## config.mk

```make
export PLATFORM = sky130hd
export DESIGN_NAME = trx_irq
export DESIGN_NICKNAME = d
export VERILOG_FILES = /design/src/trx_pkg.sv /design/src/trx_irq.sv /design/src/trx_sync.sv
export SDC_FILE = /design/constraint.sdc
export NUM_CORES = 1
export LEC_CHECK = 0
export BUFFER_PORTS_ARGS = -buffer_cell sky130_fd_sc_hd__buf_2
export CAP_MARGIN = 30
export CORE_UTILIZATION = 36
export DETAILED_ROUTE_END_ITERATION = 12
export PLACE_DENSITY_LB_ADDON = 0.15
export SLEW_MARGIN = 30
export SYNTH_ARGS = -nofsm -noshare
export SYNTH_HDL_FRONTEND = slang
export SYNTH_SLANG_ARGS = --single-unit
```

## constraint.sdc

```tcl
create_clock -name clock_in -period 1.1 [get_ports clock_in]
set_input_delay 0.11 -clock clock_in [delete_from_list [all_inputs] [get_ports clock_in]]
set_output_delay 0.11 -clock clock_in [all_outputs]
set_load 0.01 [all_outputs]
```

## src/trx_pkg.sv

```systemverilog
// Package of register map, field positions and reset values for the interrupt block
package trx_pkg;

  // Register offsets (low byte of the printed addresses)
  localparam logic [7:0] ADDR_ZERO_RUN_CHANGE_FLAG = 8'h0e;  // excess_zero_change_status
  localparam logic [7:0] ADDR_EXZ_ENABLE = 8'h0f;  // excess_zero_change_enable
  localparam logic [7:0] ADDR_LF_STATUS  = 8'h10;  // long_frame_status_hdlc1
  localparam logic [7:0] ADDR_LF_ENABLE  = 8'h11;  // long_frame_enable_hdlc1
  localparam logic [7:0] ADDR_INT_STATE  = 8'h12;  // Live condition and request view

  // Field positions
  localparam int FLAG_BIT = 0;  // Status or enable bit in each flag and enable register
  localparam int IRQ_BIT  = 1;  // Request bit in the live view

  // Reset values
  localparam logic       RST_FLAG = 1'b0;  // Status flags after reset
  localparam logic       RST_EN   = 1'b0;  // Enable bits after reset
  localparam logic [7:0] RST_DATA = 8'h00; // Read data after reset

  // Frame length limit in bytes; longer frames raise the event
  localparam logic [15:0] MAX_FRAME_BYTES = 16'h0114;  // 276

endpackage : trx_pkg

```

## src/trx_irq.sv

```systemverilog
// Excessive-zero change and oversize frame interrupt status and enable logic
// Overview of operation
// - Flag set when zero condition starts
// - Flag also set when zero condition clears
// - Zero flag clears on read, resets zero
// - Zero enable bit gates its request
// - Frame over 276 bytes sets long flag
// - Long flag reads once, clears on read
// - Long enable bit gates its request
`timescale 1ns/1ps
module trx_irq (
  input  wire logic        clock_in,          // 100 MHz clock
  input  wire logic        resetn_in,         // Asynchronous reset, active low
  input  wire logic [7:0]  addr_in,           // Register address
  input  wire logic [7:0]  wdata_in,          // Write data
  input  wire logic        wr_in,             // Write strobe
  input  wire logic        rd_in,             // Read strobe
  output logic      [7:0]  rdata_out,         // Read data, cycle after strobe
  input  wire logic        zero_run_in,       // Excessive-zero condition, pin level
  input  wire logic        frame_done_in,     // One-cycle pulse at end of frame
  input  wire logic [15:0] frame_len_in,      // Byte count of frame just ended
  output logic             irq_out            // Level interrupt request
);

  // All registered state of the block outside the synchroniser
  typedef struct packed {
    logic       zero_prev;                   // Previous synchronised condition
    logic       zero_run_change_flag;        // Sticky change flag
    logic       zero_run_change_irq_en;      // Change enable
    logic       oversize_frame_flag_ctl1;    // Sticky oversize flag
    logic       oversize_frame_irq_en_ctl1;  // Oversize enable
    logic [7:0] rdata;                       // Read data register
    logic       irq;                         // Registered request
  } trx_state_t;

  trx_state_t state;       // Current state
  trx_state_t next_state;  // Next state
  logic       zero_sync;   // Synchronised condition

  // Condition comes from the line domain; synchronise before use
  trx_sync u_sync (
    .clock_in  (clock_in),
    .resetn_in (resetn_in),
    .async_in  (zero_run_in),
    .sync_out  (zero_sync)
  );

  // Builds an 8-bit register view with one flag in the low bit
  function automatic logic [7:0] flag_byte(input logic f);
    flag_byte = {7'h00, f};
  endfunction : flag_byte

  // Next-state logic: events, register access, interrupt
  always_comb begin
    logic zero_evt;  // Either edge of the condition
    logic long_evt;  // Oversize frame seen
    zero_evt   = 1'b0;
    long_evt   = 1'b0;
    next_state = state;
    zero_evt   = zero_sync ^ state.zero_prev;
    long_evt   = frame_done_in && (frame_len_in > trx_pkg::MAX_FRAME_BYTES);
    next_state.zero_prev = zero_sync;
    next_state.rdata     = trx_pkg::RST_DATA;
    // Reads return data and clear sticky flags
    if (rd_in) begin
      case (addr_in)
        trx_pkg::ADDR_ZERO_RUN_CHANGE_FLAG: begin
          next_state.rdata = flag_byte(state.zero_run_change_flag);
          next_state.zero_run_change_flag = 1'b0;
        end
        trx_pkg::ADDR_EXZ_ENABLE: begin
          next_state.rdata = flag_byte(state.zero_run_change_irq_en);
        end
        trx_pkg::ADDR_LF_STATUS: begin
          next_state.rdata = flag_byte(state.oversize_frame_flag_ctl1);
          next_state.oversize_frame_flag_ctl1 = 1'b0;
        end
        trx_pkg::ADDR_LF_ENABLE: begin
          next_state.rdata = flag_byte(state.oversize_frame_irq_en_ctl1);
        end
        trx_pkg::ADDR_INT_STATE: begin
          next_state.rdata = {6'h00, state.irq, zero_sync};
        end
        default: begin
          next_state.rdata = trx_pkg::RST_DATA;  // Unmapped reads as zero
        end
      endcase
    end
    // Writes to the enable registers
    if (wr_in) begin
      case (addr_in)
        trx_pkg::ADDR_EXZ_ENABLE: begin
          next_state.zero_run_change_irq_en = wdata_in[trx_pkg::FLAG_BIT];
        end
        trx_pkg::ADDR_LF_ENABLE: begin
          next_state.oversize_frame_irq_en_ctl1 = wdata_in[trx_pkg::FLAG_BIT];
        end
        default: begin
          next_state.irq = next_state.irq;  // Other writes ignored
        end
      endcase
    end
    // Event wins over a clear in the same cycle
    if (zero_evt) begin
      next_state.zero_run_change_flag = 1'b1;
    end
    if (long_evt) begin
      next_state.oversize_frame_flag_ctl1 = 1'b1;
    end
    // Request from enabled flags
    next_state.irq = (next_state.zero_run_change_flag & next_state.zero_run_change_irq_en)
      | (next_state.oversize_frame_flag_ctl1 & next_state.oversize_frame_irq_en_ctl1);
  end

  // State register
  always_ff @(posedge clock_in or negedge resetn_in) begin
    if (!resetn_in) begin
      state.zero_prev                  <= 1'b0;
      state.zero_run_change_flag       <= trx_pkg::RST_FLAG;
      state.zero_run_change_irq_en     <= trx_pkg::RST_EN;
      state.oversize_frame_flag_ctl1   <= trx_pkg::RST_FLAG;
      state.oversize_frame_irq_en_ctl1 <= trx_pkg::RST_EN;
      state.rdata                      <= trx_pkg::RST_DATA;
      state.irq                        <= 1'b0;
    end else begin
      state <= next_state;
    end
  end

  assign rdata_out = state.rdata;  // Registered read data
  assign irq_out   = state.irq;    // Registered request

endmodule : trx_irq

```

## src/trx_sync.sv

```systemverilog
// Two flip-flop synchroniser for one level from outside the clock domain
`timescale 1ns/1ps
module trx_sync (
  input  wire logic clock_in,   // System clock
  input  wire logic resetn_in,  // Asynchronous reset, active low
  input  wire logic async_in,   // Level from another domain
  output logic      sync_out    // Level safe to use
);
  logic stage1;  // First stage, read only by the second

  // Two-stage capture
  always_ff @(posedge clock_in or negedge resetn_in) begin
    if (!resetn_in) begin
      stage1   <= 1'b0;
      sync_out <= 1'b0;
    end else begin
      stage1   <= async_in;
      sync_out <= stage1;
    end
  end
endmodule : trx_sync

```

==> results of run 1 <==
[registers in the layout (all words and copies together) (netlist names)]
signal / cells
state: 5
rdata_out: 2
irq_out: 1
u_sync.stage1: 1
u_sync.sync_out: 1
[critical path, stage by stage]
cell and delay [ps]:
sky130_fd_sc_hd__buf_6 100, sky130_fd_sc_hd__nor3_4 190, sky130_fd_sc_hd__nand4_1 140, sky130_fd_sc_hd__nor2_1 160
sky130_fd_sc_hd__mux2_4 320, sky130_fd_sc_hd__a22o_1 200
[cells in the mapped netlist]
cell                        n
sky130_fd_sc_hd__o211ai_1   1
sky130_fd_sc_hd__nand4_1    2
sky130_fd_sc_hd__nor3_4     1
sky130_fd_sc_hd__or3_1      1
sky130_fd_sc_hd__nand2_1    4
sky130_fd_sc_hd__dfrtp_1   10
sky130_fd_sc_hd__conb_1     1
sky130_fd_sc_hd__mux2i_1    2
sky130_fd_sc_hd__nor3_1     3
sky130_fd_sc_hd__buf_4      8
sky130_fd_sc_hd__nand3_2    1
sky130_fd_sc_hd__and2_1     1
sky130_fd_sc_hd__o31ai_1    1
sky130_fd_sc_hd__nor2b_1    1
sky130_fd_sc_hd__o21a_1     1
sky130_fd_sc_hd__xnor2_1    1
sky130_fd_sc_hd__nor2_1     2
sky130_fd_sc_hd__o22ai_1    1
sky130_fd_sc_hd__nand2b_1   1
sky130_fd_sc_hd__o21ai_0    1
sky130_fd_sc_hd__mux2_2     2
sky130_fd_sc_hd__nor4_1     1
sky130_fd_sc_hd__o22a_1     1
sky130_fd_sc_hd__a22o_1     2
[power by group through the flow]
stage          Clock, mW  Sequential (mW)  Combinational [mW]
3_5_place_dp           0            0.395               0.131
2_1_floorplan          0            0.394              0.0601
3_3_place_gp           0            0.394               0.129
5_1_grt            0.350            0.389               0.158
6_report           0.327            0.388               0.141
4_1_cts            0.333            0.388               0.139
[routing by layer]
layer / routed length [um] / GRT usage (%) / share of wire, % / up-vias
met5: 0 / 0 / 0 / -
met2: 526 / 24.2 / 49 / 16
met1: 470 / 18.8 / 43 / 227
met3: 77 / 10.6 / 7.1 / 2
met4: 8 / 5.00 / 0.74 / 0
li1: - / - / - / 249
[cells by family (layout without fill, tap and decap cells)]
group / Yosys count / after routing / share of synthesized area [%]
other cells: 1 / 6 / 0.704
simple gates: 18 / 18 / 20.2
mux: 4 / 4 / 7.98
buf+inv: 8 / 44 / 11.3
flops: 10 / 10 / 46.9
xor+xnor: 1 / 1 / 1.64
compound gates: 8 / 8 / 11.3
[placed cells by master, fill, tap and decap left out, types with 2 or more instances in the layout]
cell type                       instances
sky130_fd_sc_hd__a22o_1                 2
sky130_fd_sc_hd__mux2i_1                2
sky130_fd_sc_hd__nor3_1                 2
sky130_fd_sc_hd__nand4_1                2
sky130_fd_sc_hd__dlygate4sd3_1          2
sky130_fd_sc_hd__buf_6                  2
sky130_fd_sc_hd__clkbuf_4               3
sky130_fd_sc_hd__buf_2                 31
sky130_fd_sc_hd__nor2_1                 2
sky130_fd_sc_hd__conb_1                 6
sky130_fd_sc_hd__buf_4                  5
sky130_fd_sc_hd__dfrtp_1               10
sky130_fd_sc_hd__nand2_1                4
[layout make-up]
| class | count | area [um^2] | area share, % |
|---|---|---|---|
| flip-flops and latches | 10 | 250 | 31.6 |
| multi-input cells | 37 | 250 | 31.6 |
| repair buffers | 40 | 235 | 29.7 |
| clock buffers | 4 | 36.3 | 4.59 |
| well taps | 15 | 18.8 | 2.37 |
[worst paths after layout]
kind,to,startpoint,slack [ps],cells after the start
min in group asynchronous,state[13]$_DFF_PN0_,resetn_in,220,2
max in group asynchronous,state[11]$_DFF_PN0_,resetn_in,690,2
min reg2reg,u_sync.sync_out$_DFF_PN0_,u_sync.stage1$_DFF_PN0_,360,0
min,rdata_out[0]$_DFF_PN0_,rd_in,60,2
max,irq_out$_DFF_PN0_,addr_in[7],30,6
max reg2reg,irq_out$_DFF_PN0_,u_sync.sync_out$_DFF_PN0_,110,3
[metrics by stage]
step / area [um^2] / hold WS [ps] / setup slack [ps] / util, % / setup TNS, ps
floorplan: 557 / -186 / -113 / - / -113
global placement: 718 / -23.1 / -283 / 53.8 / -583
detailed placement: 718 / -22.5 / -280 / 53.8 / -555
CTS: 781 / 60.4 / 12.7 / 58.5 / 0
global route: 791 / 60.5 / -38.3 / 59.3 / -38.3
finish: 791 / 62.9 / 28.6 / 59.3 / 0
[repair_timing]
action | in CTS | in global routing
endpoints found under the setup margin | 1 | 1
gates cloned | 0 | 0
hold endpoints to repair | 11 | 0
pin swaps | 0 | 8
gates resized for setup | 1 | 2
hold buffers | 2 | 0
==> metrics.txt, run 1 <==
# TYPE chip_impl_metric gauge
chip_impl_info{name="run_status",value="finished, final reports clean"} 1
chip_impl_metric{name="final_hold_violation_count",unit=""} 0
chip_impl_metric{name="grtUsageTotal",unit="%"} 16.2
chip_impl_metric{name="irDropWorstVdd",unit="uV"} 659
chip_impl_metric{name="clock_skew",unit="ps"} 6.36
chip_impl_metric{name="htree_num_levels",unit=""} 1
chip_impl_metric{name="i_o_pins",unit=""} 47
chip_impl_metric{name="final-instance-count-excl-fill",unit=""} 106
chip_impl_metric{name="seq_power_share",unit="%"} 45.3
chip_impl_metric{name="drv_cap",unit=""} 0
chip_impl_info{name="holdCritPathClass",value="in2reg"} 1
chip_impl_metric{name="design_power_total",unit="uW"} 856
chip_impl_metric{name="grt_first_pass_wirelength",unit="mm"} 1.68
chip_impl_metric{name="die_h",unit="um"} 40.5
chip_impl_metric{name="port_buffers",unit=""} 33
chip_impl_metric{name="wl",unit="mm"} 1.08
chip_impl_metric{name="drt.antenna.violating_nets",unit=""} 0
chip_impl_metric{name="final-max-slew-violation-count",unit=""} 0
chip_impl_metric{name="antennaDiodeCount",unit=""} 0
chip_impl_info{name="netlist.top_cell.by_area",value="sky130_fd_sc_hd__dfrtp_1"} 1
chip_impl_metric{name="numClockSinks",unit=""} 10
chip_impl_metric{name="filler_cell_count_in_the_final_layout",unit=""} 121
chip_impl_info{name="cts_tree",value="built"} 1
chip_impl_metric{name="synth_area",unit="um^2"} 533
chip_impl_info{name="cts-root-buf",value="sky130_fd_sc_hd__clkbuf_4"} 1
chip_impl_metric{name="coreArea",unit="mm^2"} 0.00133
chip_impl_metric{name="ys.warnings.count",unit=""} 0
chip_impl_metric{name="row_count",unit=""} 13
chip_impl_metric{name="dp.final_hpwl",unit="um"} 924
chip_impl_info{name="grt_setup_unrepaired",value="yes"} 1
chip_impl_metric{name="clock_latency",unit="ps"} 270
chip_impl_metric{name="p_per_area",unit="mW/mm^2"} 1080
chip_impl_metric{name="initial_core_util",unit="%"} 40.0
chip_impl_info{name="setup_crit_path_kind",value="in2reg"} 1
chip_impl_metric{name="synth.yosys.seq_area_share",unit="%"} 46.9
chip_impl_metric{name="max-clock-path-buffers",unit=""} 2
chip_impl_metric{name="fin_crit_sh",unit="%"} 97.4
chip_impl_metric{name="cts.repair_timing.setup_buffer_count",unit=""} 0
chip_impl_metric{name="gp_congestion",unit=""} 0.808
chip_impl_metric{name="final-setup-viol-count",unit=""} 0
chip_impl_metric{name="fin_crit",unit="ps"} 1070
chip_impl_metric{name="globalRouteOverflowTotal",unit=""} 0
chip_impl_metric{name="combinationalPowerShare",unit="%"} 16.4
chip_impl_metric{name="die_w",unit="um"} 40.5
chip_impl_metric{name="net-switching-power",unit="uW"} 194
chip_impl_metric{name="antenna_found_initial",unit=""} 0
chip_impl_metric{name="num-nets-final",unit=""} 130
chip_impl_metric{name="synth_seq_cells",unit=""} 10
chip_impl_metric{name="routed_length_per_placed_instance",unit="um"} 10.2
chip_impl_metric{name="post_route_cells_drive_above_1_share",unit="%"} 51.6
chip_impl_metric{name="critPathArrivalTime",unit="ps"} 1220
chip_impl_metric{name="internal_power",unit="uW"} 662
chip_impl_info{name="worstSetupStartpointType",value="primary input"} 1
chip_impl_info{name="ys_top_cells_by_area",value="sky130_fd_sc_hd__dfrtp_1, sky130_fd_sc_hd__buf_4, sky130_fd_sc_hd__mux2_2"} 1
chip_impl_metric{name="sw_frac_of_total",unit="%"} 22.7
chip_impl_metric{name="number_of_global_route_vias_before_repair",unit=""} 430
chip_impl_metric{name="dieArea",unit="mm^2"} 0.00164
chip_impl_metric{name="drt-vias-per-instance",unit=""} 4.66
chip_impl_metric{name="cts.clk_slew.worst_paths",unit="ps"} 70
chip_impl_metric{name="syn_avg_cell_area",unit="um^2"} 10.7
chip_impl_metric{name="synth_top_area_share",unit="%"} 46.9
chip_impl_info{name="cp-end-kind",value="register"} 1
chip_impl_metric{name="yosys.cell_types.count",unit=""} 24
chip_impl_metric{name="pwr-share-clk",unit="%"} 38.2
chip_impl_metric{name="worstPathRequired",unit="ps"} 1250
chip_impl_metric{name="fmaxAchievable",unit="MHz"} 933
chip_impl_metric{name="drcViolationCount",unit=""} 0
chip_impl_metric{name="grt_max_degree",unit=""} 11
chip_impl_metric{name="syn_inst",unit=""} 50
chip_impl_metric{name="cts_inserted_buffers",unit=""} 3
chip_impl_metric{name="via_count",unit=""} 494
chip_impl_metric{name="drt_iter0_markers",unit=""} 3
chip_impl_metric{name="leakage",unit="nW"} 0.399
chip_impl_metric{name="count_of_tritonroute_iterations_in_the_first_routing_pass",unit=""} 2
chip_impl_metric{name="syn_to_final_growth",unit="%"} 48.4
chip_impl_metric{name="cp_max_fo",unit=""} 2
chip_impl_metric{name="post-place-cells",unit=""} 100
Power figures use the tool's default switching activity.
==> run 2: changes to the inputs <==
--- a/config.mk
+++ b/config.mk
@@ -7,7 +7,8 @@
 export LEC_CHECK = 0
 export BUFFER_PORTS_ARGS = -buffer_cell sky130_fd_sc_hd__buf_2
 export CAP_MARGIN = 30
-export CORE_UTILIZATION = 36
+export CORE_UTILIZATION = 38
+export CTS_BUF_LIST = sky130_fd_sc_hd__clkbuf_8
 export DETAILED_ROUTE_END_ITERATION = 12
 export PLACE_DENSITY_LB_ADDON = 0.15
 export SLEW_MARGIN = 30
==> run 2 against run 1 <==
Compared with the run above: the run now ends with negative setup slack left; largest power group is now clock; non-clock buffer count rose by 4; via count rose by 2.4%; maximum frequency fell by 6.2%; routed wire length rose by 18%; sequential cell count did not move.
==> metrics.txt, run 2 (synthesis gave the netlist of run 1 again) <==
# TYPE chip_impl_metric gauge
chip_impl_metric{name="post_route_cells_drive_above_1_share",unit="%"} 53.7
chip_impl_metric{name="htree_num_levels",unit=""} 1
chip_impl_metric{name="final-max-slew-violation-count",unit=""} 0
chip_impl_metric{name="layout.core_utilization",unit="%"} 64.2
chip_impl_metric{name="die_h",unit="um"} 39.5
chip_impl_metric{name="fin_crit_sh",unit="%"} 104
chip_impl_info{name="layout_common_cells",value="sky130_fd_sc_hd__buf_2, sky130_fd_sc_hd__dfrtp_1, sky130_fd_sc_hd__buf_4"} 1
chip_impl_metric{name="drt.antenna.violating_nets",unit=""} 0
chip_impl_metric{name="globalRouteOverflowTotal",unit=""} 0
chip_impl_info{name="worstSetupStartpointType",value="primary input"} 1
chip_impl_metric{name="final_hold_violation_count",unit=""} 0
chip_impl_metric{name="fin_crit",unit="ps"} 1140
chip_impl_metric{name="drcViolationCount",unit=""} 0
chip_impl_metric{name="clock_latency",unit="ps"} 240
chip_impl_metric{name="critPathArrivalTime",unit="ps"} 1270
chip_impl_metric{name="largest_register_ff_count",unit=""} 5
chip_impl_metric{name="regToRegSetupSlack",unit="ps"} 60
chip_impl_metric{name="port_buffers",unit=""} 33
chip_impl_metric{name="fmaxAchievable",unit="MHz"} 876
chip_impl_metric{name="drt-vias-per-instance",unit=""} 4.60
chip_impl_metric{name="wl",unit="mm"} 1.28
chip_impl_info{name="largest-register",value="state"} 1
chip_impl_metric{name="final-setup-viol-count",unit=""} 1
chip_impl_metric{name="die_w",unit="um"} 39.5
chip_impl_metric{name="leakage",unit="nW"} 0.425
chip_impl_metric{name="design_power_total",unit="mW"} 1.01
chip_impl_info{name="grt_setup_unrepaired",value="yes"} 1
chip_impl_metric{name="via_count",unit=""} 506
chip_impl_metric{name="drv_cap",unit=""} 0
chip_impl_metric{name="cts.clk_slew.worst_paths",unit="ps"} 50
chip_impl_info{name="final_common_cell",value="sky130_fd_sc_hd__buf_2"} 1
chip_impl_metric{name="count_of_tritonroute_iterations_in_the_first_routing_pass",unit=""} 3
chip_impl_metric{name="fin_tns_setup",unit="ps"} -41.9
chip_impl_metric{name="cp_max_fo",unit=""} 3
chip_impl_metric{name="clock_skew",unit="ps"} 2.31
chip_impl_metric{name="gp_congestion",unit=""} 0.760
chip_impl_metric{name="fin_ws",unit="ps"} -41.9
chip_impl_info{name="cp-end-kind",value="register"} 1
chip_impl_metric{name="row_count",unit=""} 13
chip_impl_metric{name="irDropWorstVdd",unit="uV"} 721
chip_impl_metric{name="syn_to_final_growth",unit="%"} 56.8
chip_impl_metric{name="worst_slack_on_hold_paths",unit="ps"} 102
chip_impl_metric{name="p_per_area",unit="mW/mm^2"} 1200
chip_impl_metric{name="i_o_pins",unit=""} 47
chip_impl_metric{name="grt_first_pass_wirelength",unit="mm"} 2.11
chip_impl_metric{name="antenna_found_initial",unit=""} 0
chip_impl_metric{name="routed_length_per_placed_instance",unit="um"} 11.6
chip_impl_info{name="setup_crit_path_kind",value="in2reg"} 1
chip_impl_metric{name="grtUsageTotal",unit="%"} 20.7
chip_impl_metric{name="worstPathRequired",unit="ps"} 1220
chip_impl_metric{name="final-instance-count-excl-fill",unit=""} 110
chip_impl_info{name="holdCritPathClass",value="in2reg"} 1
chip_impl_metric{name="numClockSinks",unit=""} 10
chip_impl_info{name="cts_tree",value="built"} 1
chip_impl_info{name="cts-root-buf",value="sky130_fd_sc_hd__clkbuf_8"} 1
chip_impl_metric{name="placed_cell_area",unit="um^2"} 741
chip_impl_metric{name="max-clock-path-buffers",unit=""} 2
chip_impl_metric{name="dieArea",unit="mm^2"} 0.00156
chip_impl_info{name="run_status",value="finished, violations left"} 1
chip_impl_metric{name="grt_max_degree",unit=""} 11
chip_impl_metric{name="initial_core_util",unit="%"} 41.0
chip_impl_info{name="failing_checks",value="negative setup slack"} 1
chip_impl_metric{name="num-nets-final",unit=""} 134
chip_impl_metric{name="preCtsSetupSlack",unit="ps"} -319
chip_impl_metric{name="drt_iter0_markers",unit=""} 9
chip_impl_metric{name="number_of_global_route_vias_before_repair",unit=""} 510
chip_impl_metric{name="cts_inserted_buffers",unit=""} 3
chip_impl_metric{name="coreArea",unit="mm^2"} 0.00130
chip_impl_metric{name="antennaDiodeCount",unit=""} 0
chip_impl_metric{name="post-place-cells",unit=""} 103
chip_impl_metric{name="design_area",unit="um^2"} 836
-- run 2: final cells by class --
type | instances | area, um^2
Clock buffer | 4 | 55.1
Fill cell | 118 | 465
Multi-Input combinational cell | 37 | 246
Sequential cell | 10 | 250
Tap cell | 15 | 18.8
Timing Repair Buffer | 44 | 265
-- run 2: what timing repair did --
| action | 4_1_cts | 5_1_grt |
|---|---|---|
| buffers inserted | 1 | 0 |
| hold endpoints to repair | 11 | 0 |
| cloned | 0 | 0 |
| setup endpoints to repair | 1 | 2 |
| hold buffers | 2 | 0 |
| pin swaps | 6 | 1 |
| gates resized for setup | 2 | 0 |
-- run 2: routing by layer --
metal / global-route usage (%) / up-vias / share of wire, %
met5: 0 / - / 0
met1: 23.7 / 233 / 42
met3: 6.82 / 0 / 4.9
li1: - / 255 / -
met4: 7.76 / 0 / 0
met2: 35.2 / 18 / 53
-- run 2: final timing paths --
path / start / end / cells past startpoint
hold / removal: rd_in / rdata_out[0]$_DFF_PN0_ / 2
min in group asynchronous: resetn_in / rdata_out[1]$_DFF_PN0_ / 2
max in group asynchronous: resetn_in / state[9]$_DFF_PN0_ / 2
setup / recovery: addr_in[6] / irq_out$_DFF_PN0_ / 6
hold reg to reg: u_sync.stage1$_DFF_PN0_ / u_sync.sync_out$_DFF_PN0_ / 0
setup reg to reg: state[10]$_DFF_PN0_ / rdata_out[0]$_DFF_PN0_ / 4
-- run 2: critical path, cell delays in order --
cell and delay [ps]:
sky130_fd_sc_hd__buf_6 100, sky130_fd_sc_hd__nor3_4 190, sky130_fd_sc_hd__nand3_2 110, sky130_fd_sc_hd__or3_1 340
sky130_fd_sc_hd__a22o_1 220, sky130_fd_sc_hd__a22o_1 200
-- run 2: report_power, final --
group | internal (mW) | leakage (nW) | switching (mW)
logic | 0.0857 | 0.275 | 0.0647
registers | 0.381 | 0.122 | 0.00736
clock network | 0.315 | 0.0288 | 0.151
total | 0.782 | 0.425 | 0.223
